`config.mk`:
```
export PLATFORM = sky130hd
export DESIGN_NAME = prc_op_control
export DESIGN_NICKNAME = d
export VERILOG_FILES = /design/src/hdl/prc_pkg.sv /design/src/hdl/prc_op_control.sv /design/src/hdl/prc_cycle_timer.sv
export SDC_FILE = /design/constraint.sdc
export NUM_CORES = 1
export LEC_CHECK = 0
export BUFFER_PORTS_ARGS = -buffer_cell sky130_fd_sc_hd__buf_2
export CORE_UTILIZATION = 45
export CTS_BUF_LIST = sky130_fd_sc_hd__clkbuf_16
export DETAILED_ROUTE_END_ITERATION = 7
export PLACE_DENSITY = 0.76
export SYNTH_ARGS = -nofsm -noshare
export SYNTH_HDL_FRONTEND = slang
export SYNTH_SLANG_ARGS = --single-unit
```
`constraint.sdc`:
```
create_clock -name clk -period 5.68 [get_ports clk]
set_clock_uncertainty 0.05 [all_clocks]
set_input_delay 0 -clock clk [delete_from_list [all_inputs] [get_ports clk]]
set_output_delay 0 -clock clk [all_outputs]
set_load 0.05 [all_outputs]
```
`src/hdl/prc_pkg.sv`:
```
package prc_pkg;

  // ****************************************
  // register map
  // ****************************************
  localparam logic [7:0] OFF_CTRL = 8'h00;
  localparam logic [7:0] OFF_IRQ_STATUS = 8'h04;
  localparam logic [7:0] OFF_IRQ_MASK = 8'h08;

  // ****************************************
  // control word fields
  // ****************************************
  localparam int BIT_LAUNCH = 15;
  localparam int BIT_PERMIT = 14;
  localparam int BIT_FAULT = 13;
  localparam int BIT_STANDBY = 12;
  localparam int BIT_SWAP_DONE = 11;
  localparam int BIT_PANEL2 = 10;
  localparam int BIT_COMPRESSED = 9;
  localparam int BIT_UNDERRUN = 8;
  localparam int OP_MSB = 3;
  localparam int OP_LSB = 0;
  localparam logic [15:0] CTRL_RESET = 16'h0000;

  // ****************************************
  // interrupt status fields
  // ****************************************
  localparam int IRQ_W = 4;
  localparam int IRQ_OP_DONE = 0;
  localparam int IRQ_FAULT = 1;
  localparam int IRQ_UNDERRUN = 2;
  localparam int IRQ_SWAP = 3;
  localparam logic [3:0] IRQ_RESET = 4'h0;

  // ****************************************
  // operation codes
  // ****************************************
  localparam logic [3:0] OP_DWORD = 4'h1;
  localparam logic [3:0] OP_ROW = 4'h2;
  localparam logic [3:0] OP_PAGE_ERASE = 4'h3;
  localparam logic [3:0] OP_BULK_ERASE = 4'he;
  localparam logic [1:0] DWORD_ALIGN = 2'h0;

  // ****************************************
  // timing
  // ****************************************
  typedef logic [11:0] prc_count_t;
  localparam int CLK_NS = 4;
  localparam int DWORD_NS = 1000;
  localparam int ROW_NS = 4000;
  localparam int PAGE_ERASE_NS = 8000;
  localparam int BULK_ERASE_NS = 16000;
  localparam int WAKE_NS = 400;
  localparam prc_count_t DWORD_CYC = prc_count_t'((DWORD_NS + CLK_NS - 1) / CLK_NS);
  localparam prc_count_t ROW_CYC = prc_count_t'((ROW_NS + CLK_NS - 1) / CLK_NS);
  localparam prc_count_t PAGE_ERASE_CYC = prc_count_t'((PAGE_ERASE_NS + CLK_NS - 1) / CLK_NS);
  localparam prc_count_t BULK_ERASE_CYC = prc_count_t'((BULK_ERASE_NS + CLK_NS - 1) / CLK_NS);
  localparam prc_count_t WAKE_CYC = prc_count_t'((WAKE_NS + CLK_NS - 1) / CLK_NS);
  localparam prc_count_t COUNT_ZERO = 12'h000;
  localparam prc_count_t COUNT_ONE = 12'h001;

endpackage

```
`src/hdl/prc_op_control.sv`:
```
// Local design decisions: the address map and register access over APB.
`timescale 1ns/1ps
// Function
// setting the launch bit starts a self-timed operation and hardware clears the bit when it is finished.
// software can only set the launch bit; a written zero is ignored and only completion, termination or power-on reset clears it.
// the modify-permit bit must be one for any program or erase to run, else all are inhibited.
// the sequence fault flag is set on a faulty launch attempt or a terminated operation.
// with idle standby set the regulator goes to standby during Idle, otherwise it stays active.
// with idle standby set, the memory is held not ready after Idle exit for the regulator wake delay.
// the swap-done bit reads one once a panel swap instruction has completed, zero while awaited.
// the second-panel-active bit reads one while panel 2 is mapped into the active region.
// the row-format bit tells the array whether row data is compressed or not.
// a row operation that runs short of data is terminated and sets the underrun error bit.
// the operation field is the low four bits, only defined codes run, and bits 7 to 4 read zero.
// launch, permit, fault and operation bits are cleared only by power-on reset.
// the power-save instruction is ignored while any operation is in progress.
// a double-word program writes two words on a 4-word aligned boundary in one operation.
// a launch with the modify-permit bit clear does not start and sets the sequence fault flag.
module prc_op_control (
  input wire logic clk,
  input wire logic rst,
  input wire logic por_rst,
  input wire logic psel,
  input wire logic penable,
  input wire logic pwrite,
  input wire logic [7:0] paddr,
  input wire logic [31:0] pwdata,
  output logic [31:0] prdata,
  output logic pready,
  output logic pslverr,
  output logic irq,
  input wire logic cpu_idle,
  input wire logic power_save_instruction,
  output logic power_save_granted,
  output logic regulator_standby,
  output logic program_ram_ready,
  input wire logic panel_swap_instruction,
  input wire logic row_data_short,
  input wire logic [1:0] target_word_offset,
  output logic array_op_start,
  output logic array_op_abort,
  output logic [3:0] array_op_code,
  output logic array_compressed,
  output logic array_busy
);

  // ****************************************
  // state
  // ****************************************
  logic launch;
  logic modify_permit;
  logic sequence_fault_flag;
  logic regulator_idle_standby;
  logic panel_swap_done;
  logic second_panel_active;
  logic row_compressed_format;
  logic row_underrun_error;
  logic [3:0] operation_select;
  logic [3:0] irq_status;
  logic [3:0] irq_mask;
  logic cpu_idle_q;
  logic wake_running;
  logic op_done;
  logic any_rst;

  // ****************************************
  // bus decode
  // ****************************************
  wire access = psel && penable;
  wire setup = psel && !penable;
  wire hit_ctrl = (paddr == prc_pkg::OFF_CTRL);
  wire hit_status = (paddr == prc_pkg::OFF_IRQ_STATUS);
  wire hit_mask = (paddr == prc_pkg::OFF_IRQ_MASK);
  wire mapped = hit_ctrl || hit_status || hit_mask;
  wire wr_ctrl = access && pwrite && hit_ctrl;
  wire wr_status = access && pwrite && hit_status;
  wire wr_mask = access && pwrite && hit_mask;

  assign pready = 1'b1;
  assign pslverr = access && !mapped;
  assign any_rst = rst || por_rst;

  // ****************************************
  // launch decision
  // ****************************************
  wire [3:0] wr_op = pwdata[prc_pkg::OP_MSB:prc_pkg::OP_LSB];
  wire wr_permit = pwdata[prc_pkg::BIT_PERMIT];
  wire launch_try = wr_ctrl && pwdata[prc_pkg::BIT_LAUNCH] && !launch;
  wire op_known = (wr_op == prc_pkg::OP_DWORD) || (wr_op == prc_pkg::OP_ROW) ||
                  (wr_op == prc_pkg::OP_PAGE_ERASE) || (wr_op == prc_pkg::OP_BULK_ERASE);
  wire dword_bad = (wr_op == prc_pkg::OP_DWORD) && (target_word_offset != prc_pkg::DWORD_ALIGN);
  wire start_ok = launch_try && wr_permit && op_known && !dword_bad;
  wire launch_bad = launch_try && !start_ok;
  // dropping the permit mid operation is a termination, not a pause
  wire permit_drop = launch && wr_ctrl && !wr_permit;
  wire underrun_ev = launch && row_data_short && (operation_select == prc_pkg::OP_ROW);
  wire terminate = permit_drop || underrun_ev;
  wire fault_ev = launch_bad || terminate;

  prc_pkg::prc_count_t op_cycles;
  assign op_cycles = (wr_op == prc_pkg::OP_DWORD) ? prc_pkg::DWORD_CYC :
                     (wr_op == prc_pkg::OP_ROW) ? prc_pkg::ROW_CYC :
                     (wr_op == prc_pkg::OP_PAGE_ERASE) ? prc_pkg::PAGE_ERASE_CYC : prc_pkg::BULK_ERASE_CYC;

  // the op timer only follows power-on reset, like the launch bit it drives
  prc_cycle_timer u_op_timer (
    .clk(clk),
    .rst(por_rst),
    .load(start_ok),
    .abort(terminate),
    .load_val(op_cycles),
    .running(),
    .done(op_done)
  );

  // ****************************************
  // power-on-only bits
  // ****************************************
  always_ff @(posedge clk) begin
    if (por_rst) begin
      launch <= 1'b0;
      modify_permit <= 1'b0;
      sequence_fault_flag <= 1'b0;
      operation_select <= 4'h0;
    end else begin
      if (start_ok) begin
        launch <= 1'b1;
      end else if (op_done || terminate) begin
        launch <= 1'b0;
      end
      if (wr_ctrl) begin
        modify_permit <= wr_permit;
      end
      if (fault_ev) begin
        sequence_fault_flag <= 1'b1;
      end else if (wr_ctrl) begin
        sequence_fault_flag <= pwdata[prc_pkg::BIT_FAULT];
      end
      if (wr_ctrl && !launch) begin
        operation_select <= wr_op;
      end
    end
  end

  // ****************************************
  // bits cleared by any reset
  // ****************************************
  always_ff @(posedge clk) begin
    if (any_rst) begin
      regulator_idle_standby <= 1'b0;
      row_compressed_format <= 1'b0;
      row_underrun_error <= 1'b0;
      panel_swap_done <= 1'b0;
      second_panel_active <= 1'b0;
    end else begin
      if (wr_ctrl) begin
        regulator_idle_standby <= pwdata[prc_pkg::BIT_STANDBY];
      end
      if (wr_ctrl && !launch) begin
        row_compressed_format <= pwdata[prc_pkg::BIT_COMPRESSED];
      end
      if (underrun_ev) begin
        row_underrun_error <= 1'b1;
      end else if (wr_ctrl && !pwdata[prc_pkg::BIT_UNDERRUN]) begin
        row_underrun_error <= 1'b0;
      end
      if (panel_swap_instruction) begin
        panel_swap_done <= 1'b1;
      end else if (wr_ctrl && !pwdata[prc_pkg::BIT_SWAP_DONE]) begin
        panel_swap_done <= 1'b0;
      end
      if (panel_swap_instruction) begin
        second_panel_active <= !second_panel_active;
      end
    end
  end

  // ****************************************
  // array side
  // ****************************************
  assign array_busy = launch;
  assign array_op_abort = terminate;

  always_ff @(posedge clk) begin
    if (por_rst) begin
      array_op_start <= 1'b0;
      array_op_code <= 4'h0;
      array_compressed <= 1'b0;
    end else begin
      array_op_start <= start_ok;
      if (start_ok) begin
        array_op_code <= wr_op;
        array_compressed <= pwdata[prc_pkg::BIT_COMPRESSED];
      end
    end
  end

  // ****************************************
  // idle, standby and wake
  // ****************************************
  wire idle_exit = cpu_idle_q && !cpu_idle;
  wire wake_start = idle_exit && regulator_idle_standby;

  prc_cycle_timer u_wake_timer (
    .clk(clk),
    .rst(any_rst),
    .load(wake_start),
    .abort(1'b0),
    .load_val(prc_pkg::WAKE_CYC),
    .running(wake_running),
    .done()
  );

  // an operation blocks sleep entry; the core sees the instruction as a no-op
  assign power_save_granted = power_save_instruction && !launch;
  assign regulator_standby = cpu_idle && regulator_idle_standby;
  // the memory stays unusable from idle exit until the wake count runs out
  assign program_ram_ready = !regulator_standby && !wake_start && !wake_running;

  always_ff @(posedge clk) begin
    if (any_rst) begin
      cpu_idle_q <= 1'b0;
    end else begin
      cpu_idle_q <= cpu_idle;
    end
  end

  // ****************************************
  // interrupts
  // ****************************************
  logic [3:0] irq_set;
  assign irq_set[prc_pkg::IRQ_OP_DONE] = op_done;
  assign irq_set[prc_pkg::IRQ_FAULT] = fault_ev;
  assign irq_set[prc_pkg::IRQ_UNDERRUN] = underrun_ev;
  assign irq_set[prc_pkg::IRQ_SWAP] = panel_swap_instruction;
  wire [3:0] irq_clr = wr_status ? pwdata[prc_pkg::IRQ_W-1:0] : 4'h0;
  assign irq = |(irq_status & irq_mask);

  always_ff @(posedge clk) begin
    if (any_rst) begin
      irq_status <= prc_pkg::IRQ_RESET;
      irq_mask <= prc_pkg::IRQ_RESET;
    end else begin
      // a set in the clearing cycle survives
      irq_status <= (irq_status & ~irq_clr) | irq_set;
      if (wr_mask) begin
        irq_mask <= pwdata[prc_pkg::IRQ_W-1:0];
      end
    end
  end

  // ****************************************
  // read data
  // ****************************************
  logic [15:0] ctrl_word;
  always_comb begin
    ctrl_word = prc_pkg::CTRL_RESET;
    ctrl_word[prc_pkg::BIT_LAUNCH] = launch;
    ctrl_word[prc_pkg::BIT_PERMIT] = modify_permit;
    ctrl_word[prc_pkg::BIT_FAULT] = sequence_fault_flag;
    ctrl_word[prc_pkg::BIT_STANDBY] = regulator_idle_standby;
    ctrl_word[prc_pkg::BIT_SWAP_DONE] = panel_swap_done;
    ctrl_word[prc_pkg::BIT_PANEL2] = second_panel_active;
    ctrl_word[prc_pkg::BIT_COMPRESSED] = row_compressed_format;
    ctrl_word[prc_pkg::BIT_UNDERRUN] = row_underrun_error;
    ctrl_word[prc_pkg::OP_MSB:prc_pkg::OP_LSB] = operation_select;
  end

  wire [31:0] rd_mux = hit_ctrl ? {16'h0000, ctrl_word} :
                       hit_status ? {28'h0000000, irq_status} :
                       hit_mask ? {28'h0000000, irq_mask} : 32'h00000000;

  // sampled in the setup cycle so the access phase answers with zero wait
  always_ff @(posedge clk) begin
    if (any_rst) begin
      prdata <= 32'h00000000;
    end else if (setup && !pwrite) begin
      prdata <= rd_mux;
    end
  end
endmodule

```
`src/hdl/prc_cycle_timer.sv`:
```
`timescale 1ns/1ps
module prc_cycle_timer (
  input wire logic clk,
  input wire logic rst,
  input wire logic load,
  input wire logic abort,
  input wire prc_pkg::prc_count_t load_val,
  output logic running,
  output logic done
);

  prc_pkg::prc_count_t count;
  prc_pkg::prc_count_t next_count;

  // ****************************************
  // down counter, load wins over abort
  // ****************************************
  assign running = (count != prc_pkg::COUNT_ZERO);
  assign done = (count == prc_pkg::COUNT_ONE) && !abort && !load;

  always_comb begin
    if (load) begin
      next_count = load_val;
    end else if (abort) begin
      next_count = prc_pkg::COUNT_ZERO;
    end else if (running) begin
      next_count = count - prc_pkg::COUNT_ONE;
    end else begin
      next_count = count;
    end
  end

  always_ff @(posedge clk) begin
    if (rst) begin
      count <= prc_pkg::COUNT_ZERO;
    end else begin
      count <= next_count;
    end
  end

endmodule

```
==> results of run 1 <==
## synthesized netlist by cell type, drive strengths merged (3+ instances only)
library cell / count / area (sq um)
or2: 6 / 40.0
a21oi: 32 / 160
nor4: 6 / 52.6
o21a: 5 / 37.5
nor2b: 6 / 37.5
nand3b: 6 / 45.0
nand4: 5 / 31.3
clkbuf: 14 / 53.8
nand3: 19 / 95.1
nand2b: 4 / 25.0
inv: 6 / 22.5
o21ai: 14 / 70.1
xor2: 7 / 61.3
xnor2: 11 / 96.3
ha: 4 / 50.1
dfxtp: 63 / 1260
nand2: 40 / 150
a22oi: 14 / 105
nor3: 9 / 45.0
buf: 23 / 166
mux2i: 9 / 90.1
nor2: 43 / 161
nor3b: 3 / 22.5
nand4b: 3 / 26.3
## sequential cells by signal, summed over array words and instances (netlist names), 4 cells and up
register	cells
array_op_code	4
irq_mask	4
irq_status	4
operation_select	4
prdata	12
u_op_timer.count	12
u_wake_timer.count	12
## per-stage QoR
step           std cells  hold WS (ps)
2_1_floorplan        394          67.4
3_3_place_gp         489           205
3_5_place_dp         489           217
4_1_cts              519          57.8
5_1_grt              519          74.6
6_report             519          63.5
## power by group through the flow
stage	clock network, mW	registers [mW]	logic (mW)
floorplan	0	0.531	0.433
global placement	0	0.539	0.492
detailed placement	0	0.541	0.499
CTS	0.595	0.533	0.513
global route	0.616	0.540	0.578
finish	0.593	0.534	0.515
## routing by layer
| layer | GRT usage [%] | up-vias | part of all wire (%) |
|---|---|---|---|
| met1 | 27.2 | 1330 | 45 |
| met4 | 8.01 | 0 | 2.3 |
| li1 | - | 1388 | - |
| met2 | 33.1 | 88 | 46 |
| met3 | 6.13 | 17 | 6.3 |
| met5 | 0 | - | 0 |
## final cells by class
type	instances	area, sq um	area share (%)
Clock buffer	9	225	5.95
Tap cell	77	96.3	2.55
Sequential cell	63	1260	33.3
Timing Repair Buffer	69	415	11.0
Inverter	6	22.5	0.595
Clock inverter	7	95.1	2.51
Multi-Input combinational cell	288	1670	44.1
## kinds of logic after synthesis
kind of cell	count (synthesis)	synth area share (%)
muxes	9	2.91
and+or+nand+nor	162	27.0
buffers and inverters	43	7.83
DFF	63	40.7
xor gates and xnor gates	18	5.08
adders and majority gates	4	1.61
other	2	0.242
AOI/OAI and AO/OA	74	14.6
## timing repair
item	CTS	global route
hold endpoints to repair	23	0
resized for setup	0	0
hold buffers	14	0
## critical path, stage by stage, from the launching register on
cell and delay (ps):
dfxtp_1 330, nor4_1 800, nand4_1 580, nor2_1 260, buf_2 290
## path summary, 6_finish.rpt
check                          end  cells after the start                   from
max              program_ram_ready                      4  u_wake_timer.count[5]
min                  modify_permit                      5               paddr[6]
max reg2reg  u_wake_timer.count[6]                      5  u_wake_timer.count[5]
min reg2reg       array_compressed                      2       array_compressed
## layout by cell type (no fill, tap or decap), types with 4 or more instances in the layout
master         synthesis  routed
o21a_1                 5       5
nand3b_1               6       6
o21ai_0               14      14
inv_1                  6       6
nand4_1                5       5
buf_2                  1      55
dfxtp_1               63      63
nor2_1                43      43
a22oi_1               14      14
clkbuf_16              0       9
dlygate4sd3_1          0      14
conb_1                 2      21
nand2_1               40      40
nor4_1                 5       5
xor2_1                 7       7
nand2b_1               4       4
xnor2_1               11      11
nor2b_1                6       6
mux2i_1                9       9
nand3_1               19      19
a21oi_1               32      32
nor3_1                 9       9
ha_1                   4       4
==> metrics.md, run 1 <==
| Metric | Value |
|---|---|
| Sw Pwr | 0.558 mW |
| Vias per Instance | 5.44 |
| DRT Wirelength | 7210 um |
| # rows | 29 |
| FILL cells | 566 |
| Sw Ratio | 34.0% |
| Largest net degree at the start of global routing | 28 |
| TritonCTS Buffers | 9 |
| DR WL/cell | 13.9 um |
| Sink Count | 63 |
| Final-report max-slew violation count | 0 |
| Clk_lat worst skew | 330 ps |
| Syn_area_per_cell | 8.27 sq um |
| Post-CTS setup buffer count | 0 |
| Leakage | 1.58 nW |
| Max IR drop VDD | 0.207 mV |
| I/O pin cnt | 98 |
| WP data required | 5630 ps |
| Fraction of registers with async set/reset | 0% |
| Clock Pin Slew Worst Setup and Hold Paths | 60 ps |
| Cell Area, Synth | 0.00310 sq mm |
| Ant. Diodes | 0 |
| Share of layout cells above drive strength 1 | 18.1% |
| Residual DRC | 0 |
| Initial antenna violation count | 0 |
| Total power | 1.64 mW |
| Power per cell area | 434 mW/mm^2 |
| CTS H-tree lvls | 3 |
| Critical Path End Type | primary output |
| Vias | 2823 |
| Final hold vios | 0 |
| Clk root buf | clkbuf_16 |
| Sequential-to-total area share from yosys stat | 40.7% |
| Power share of the combinational group | 31.4% |
| Worst hold-check path type | in2reg |
| DR iter-0 viols | 109 |
| Period utilisation layout | 46.4% |
| Vias in the first global route | 2594 |
| Core area | 0.00649 sq mm |
| Number of synthesized flops with an enable pin | 0 |
| Die area | 0.00723 sq mm |
| Arr. time, crit path | 2590 ps |
| Max Clock Freq | 0.379 GHz |
| Fin crit period | 2640 ps |
| First-pass GRT wire length | 11900 um |
| Worst-margin pin slew | 908 ps |
| DP Area | 0.00332 sq mm |
| Grt ovf | 0 |
| Die width | 85.0 um |
| Fin Setup TNS | 0 ps |
| # setup viols final | 0 |
| Post-Synthesis Cells | 375 |
| Final Cell Area | 0.00378 sq mm |
| Final core occ | 58.3% |
| Number of max-cap violations | 0 |
| Max_slew headroom | 38.9% |
| Number of distinct library cells after synthesis | 49 |
| Worst Path Max Fanout | 11 |
| Post-DP HPWL | 4920 um |
| #FFs+latches synth | 63 |
| Drt first pass iters | 4 |
| Unrepaired setup endpoints after global routing | no |
| Final WS setup | 3040 ps |
| Overall Global Routing Usage | 21.0% |
| PortBufs | 55 |
| Warnings, synthesis | 0 |
| Initial core utilization | 47.7% |
| Layout Nets | 493 |
| Startpoint type of the worst setup path | flop |
| Type of the worst setup path | reg2out |
| Area Growth Syn to Fin | 22.0% |
| Post-route ant nets | 0 |
| Flop pwr share | 32.5% |
| CTS tree | built |
| Synth Flop Type | dfxtp_1 |
| Status | completed |
| Maximum root-to-sink buffer count | 2 |
| Setup slack at placement | 3290 ps |
| RePlAce Congestion | 0.840 |
| Die H | 85.0 um |
| Clk pwr share | 36.1% |
| Int Power | 1.08 mW |
| FF-to-FF setup slack | 3250 ps |
No activity file was read; power rests on OpenSTA's default activity.
==> inputs of run 2 (changes only) <==
Settings changed: PLACE_DENSITY 0.76 to 0.79.
Clock period 5.68 ns to 2.3 ns, I/O delays scaled along.
==> metrics.md, run 2 (synthesized netlist as in run 1, its figures left out) <==
| Metric | Value |
|---|---|
| Stages on worst setup path | 7 |
| Crit path max-delay family | simple AND/OR/NAND/NOR gates |
| Fin crit period | 2140 ps |
| Area Growth Syn to Fin | 25.1% |
| Critical Path End Type | flop |
| Overall Global Routing Usage | 21.5% |
| Max IR drop VDD | 0.729 mV |
| Largest net degree at the start of global routing | 28 |
| Post-route ant nets | 0 |
| Buf/Inv on CP | 3 |
| Worst Path Max Fanout | 8 |
| Power per cell area | 1090 mW/mm^2 |
| Worst hold-check path type | in2reg |
| DR iter-0 viols | 143 |
| Core area | 0.00649 sq mm |
| Biggest cell delay along the critical path | 600 ps |
| Period utilisation layout | 93.2% |
| # rows | 29 |
| CP max-delay cell | or4_4 |
| # setup viols final | 0 |
| Startpoint type of the worst setup path | input port |
| Top flop regs | prdata x12, u_op_timer.count x12, u_wake_timer.count x12 |
| TritonCTS Buffers | 9 |
| Initial core utilization | 47.7% |
| Arr. time, crit path | 2320 ps |
| Die H | 85.0 um |
| Initial antenna violation count | 0 |
| Drt first pass iters | 4 |
| WP data required | 2470 ps |
| Die width | 85.0 um |
| Ant. Diodes | 0 |
| CP cell instances | buf_2 > or4_4 > or4_4 > buf_4 > o21ai_0 > a21oi_1 > dlygate4sd3_1 |
| Unrepaired setup endpoints after global routing | no |
| Grt ovf | 0 |
| Most frequent cells in the layout | 63 x dfxtp_1, 55 x buf_2, 43 x nor2_1 |
| Worst r2r path cells | 5 |
| Max Clock Freq | 0.467 GHz |
| FF-to-FF setup slack | 410 ps |
| Share of layout cells above drive strength 1 | 20.0% |
| Type of the worst setup path | in2reg |
| Clk root buf | clkbuf_16 |
| Clock Pin Slew Worst Setup and Hold Paths | 60 ps |
| Hold Path Stages | 5 |
| Maximum root-to-sink buffer count | 2 |
| Post-DP HPWL | 5150 um |
| Fin Setup TNS | 0 ps |
| Max_slew headroom | 54.2% |
| CTS tree | built |
| Final-report max-slew violation count | 0 |
| RePlAce Congestion | 0.838 |
| Total power | 4.24 mW |
| Vias in the first global route | 2608 |
| Cell mode on critical path | or4_4 |
| CTS H-tree lvls | 3 |
| Vias | 2863 |
| Vias per Instance | 5.42 |
| I/O pin cnt | 98 |
| PortBufs | 55 |
| DR WL/cell | 14.1 um |
| Number of max-cap violations | 0 |
| Worst-margin pin slew | 681 ps |
| Leakage | 1.63 nW |
| Clk_lat worst skew | 330 ps |
| Commonest non-fill, non-tap cell in the layout | dfxtp_1 |
| DRT Wirelength | 7440 um |
| Layout Nets | 502 |
| Status | completed |
| Residual DRC | 0 |
| Sink Count | 63 |
| Die area | 0.00723 sq mm |
| First-pass GRT wire length | 12100 um |
| FILL cells | 553 |
| Final hold vios | 0 |
[run 2: path summary, 6_finish.rpt]
check,from,end
max,paddr[5],panel_swap_done
max reg2reg,u_op_timer.count[8],u_op_timer.count[7]
min reg2reg,modify_permit,modify_permit
min,paddr[6],modify_permit
[run 2: timing repair]
action                                 CTS  global route
endpoints found under the hold margin   23             0
hold buffers                            14             0
gates resized for setup                  0             1
setup endpoints to repair                0             1
setup buffers                            0             0
[run 2: layout make-up]
cell class,instances,area (sq um),area share [%]
clock buffer,9,225,5.80
clock inverter,7,120,3.10
inverter,6,22.5,0.580
multi-input combinational,288,1670,43.1
sequential,63,1260,32.5
tap,77,96.3,2.48
timing repair buffer,78,483,12.4
[run 2: per-layer routing]
metal / vias to the layer above / global-route usage (%) / share of wire [%]
met2: 95 / 34.3 / 48
met4: 0 / 7.86 / 1.5
met5: - / 0 / 0
met1: 1344 / 27.3 / 44
met3: 10 / 6.91 / 6.9
li1: 1414 / - / -
[run 2: tightest hold or removal path, cell delays in order]
cell	delay [ps]
buf_2	80
or4_4	140
nor4_4	70
nand2_1	70
a21oi_1	50
[run 2: metrics by stage]
stage / cell area [sq um] / util, % / hold slack [ps] / setup WS (ps) / std cells
after CTS: 3880 / 59.7 / 61.4 / 89.7 / 528
final: 3880 / 59.7 / 75.2 / 157 / 528
after floorplan: 3170 / - / 67.4 / 283 / 394
after global routing: 3880 / 59.7 / 101 / 88.5 / 528
after global placement: 3390 / 52.2 / 190 / 202 / 498
after detailed placement: 3390 / 52.2 / 194 / 170 / 498
[run 2: where the power goes]
group	internal, mW	switching [mW]
registers	1.21	0.107
logic	0.586	0.780
clock network	1.06	0.501
total	2.86	1.39
==> inputs of run 3 (changes only) <==
Settings changed: CORE_UTILIZATION 45 to 46, PLACE_DENSITY 0.79 to 0.8.
==> metrics.md, run 3 (synthesized netlist as in run 1, its figures left out) <==
| Metric | Value |
|---|---|
| Grt ovf | 0 |
| Max_slew headroom | 62.7% |
| Final hold vios | 0 |
| Number of max-cap violations | 0 |
| Most frequent cells in the layout | 63 x dfxtp_1, 55 x buf_2, 43 x nor2_1 |
| Power per cell area | 1050 mW/mm^2 |
| Post-route ant nets | 0 |
| Initial antenna violation count | 0 |
| Maximum root-to-sink buffer count | 2 |
| Final Cell Area | 0.00382 sq mm |
| CTS H-tree lvls | 3 |
| Fin crit period | 2130 ps |
| DP Area | 0.00339 sq mm |
| Critical Path End Type | flop |
| Metal2 WL | 3620 um |
| Die area | 0.00707 sq mm |
| WP data required | 2460 ps |
| CP max-delay cell | or4_1 |
| Die width | 84.1 um |
| Failing checks | design-rule violations |
| Max IR drop VDD | 0.527 mV |
| Worst Path Max Fanout | 10 |
| Overall Global Routing Usage | 22.5% |
| Worst-margin pin slew | 559 ps |
| Fin Setup TNS | 0 ps |
| Commonest non-fill, non-tap cell in the layout | dfxtp_1 |
| Biggest cell delay along the critical path | 610 ps |
| # rows | 29 |
| WL met3 | 508 um |
| Ant. Diodes | 0 |
| Final core occ | 59.5% |
| Clk_lat worst skew | 330 ps |
| Largest net degree at the start of global routing | 28 |
| RePlAce Congestion | 0.815 |
| # setup viols final | 0 |
| Layout Nets | 503 |
| Die H | 84.1 um |
| Sink Count | 63 |
| CP cell instances | buf_2 > or4_4 > or4_1 > buf_4 > o21ai_0 > a21oi_1 > dlygate4sd3_1 |
| First-pass GRT wire length | 12500 um |
| Status | complete, but fails checks |
| Type of the worst setup path | in2reg |
| Max Clock Freq | 0.469 GHz |
| DR iter-0 viols | 145 |
| Core area | 0.00642 sq mm |
| Clk root buf | clkbuf_16 |
| Top sig layer | met4 |
| Post-CTS Resized | 0 |
| Drt first pass iters | 7 |
| Met1 WL | 3300 um |
| PortBufs | 55 |
| Leakage | 1.62 nW |
| Period utilisation layout | 92.7% |
| TritonCTS Buffers | 9 |
| Arr. time, crit path | 2300 ps |
| Area Growth Syn to Fin | 23.2% |
| Startpoint type of the worst setup path | input port |
| Post-DP HPWL | 5060 um |
| Vias per Instance | 5.45 |
| Clock Pin Slew Worst Setup and Hold Paths | 50 ps |
| CTS tree | built |
| Initial core utilization | 48.3% |
| Vias in the first global route | 2618 |
| Final-report max-slew violation count | 0 |
| DR WL/cell | 14.3 um |
| FILL cells | 524 |
| Worst hold-check path type | in2reg |
| DRT Wirelength | 7580 um |
| Unrepaired setup endpoints after global routing | no |
| Residual DRC | 16 |
| I/O pin cnt | 98 |
| Share of layout cells above drive strength 1 | 19.2% |
| Vias | 2885 |
| Top flop regs | prdata x12, u_op_timer.count x12, u_wake_timer.count x12 |
run 3: cell count changes in the layout (fill, tap and decap cells not counted), sizes merged:
cell / before / now
dlygate4sd3: 14 / 13
buf: 64 / 66
bufinv: 3 / 1
inv: 7 / 9
run 3: routing by layer:
layer | global-route usage (%) | vias up
li1 | - | 1414
met1 | 28.8 | 1337
met2 | 35.2 | 113
met3 | 7.02 | 21
met4 | 9.09 | 0
met5 | 0 | -
run 3: worst max-delay path, delay by kind of cell:
family / cells / cell delay [ps]
buffers and inverters: 3 / 900
AO/OA/AOI/OAI: 2 / 220
AND/OR/NAND/NOR: 2 / 1180
run 3: cell type report:
class,count,area [sq um],share of cell area [%]
Tap cell,77,96.3,2.52
Multi-Input combinational cell,288,1670,43.7
Inverter,6,22.5,0.590
Sequential cell,63,1260,33.0
Timing Repair Buffer,79,488,12.8
Clock buffer,9,225,5.90
Clock inverter,7,57.6,1.51
run 3: timing repair:
action / CTS / global route
endpoints found under the setup margin: 1 / 0
hold buffers: 13 / 0
buffers inserted: 2 / 0
endpoints found under the hold margin: 21 / 0
run 3: final timing paths:
| kind | endpoint | slack, ps | cells past startpoint | start |
|---|---|---|---|---|
| worst max-delay path | panel_swap_done | 170 | 7 | paddr[5] |
| worst min-delay path | row_underrun_error | 40 | 3 | pwdata[8] |
| worst max register to register | u_wake_timer.count[0] | 390 | 8 | u_wake_timer.count[0] |
| worst min register to register | array_compressed | 410 | 2 | array_compressed |
run 3: per-stage QoR:
| step | power, mW | std cells | worst slack (ps) | hold slack, ps |
|---|---|---|---|---|
| final | 3.99 | 529 | 167 | 39.8 |
| after global routing | 4.22 | 529 | 55.8 | 49.0 |
| after CTS | 4.00 | 529 | 188 | 32.8 |
| after detailed placement | 2.64 | 498 | 116 | 193 |
| after global placement | 2.60 | 498 | 238 | 187 |
| after floorplan | 2.38 | 394 | 283 | 67.4 |
run 3: report_power, final:
part           total, mW  switching [mW]  internal (mW)
combinational       1.40           0.790          0.608
sequential          1.32           0.110           1.21
clock               1.28           0.457          0.819
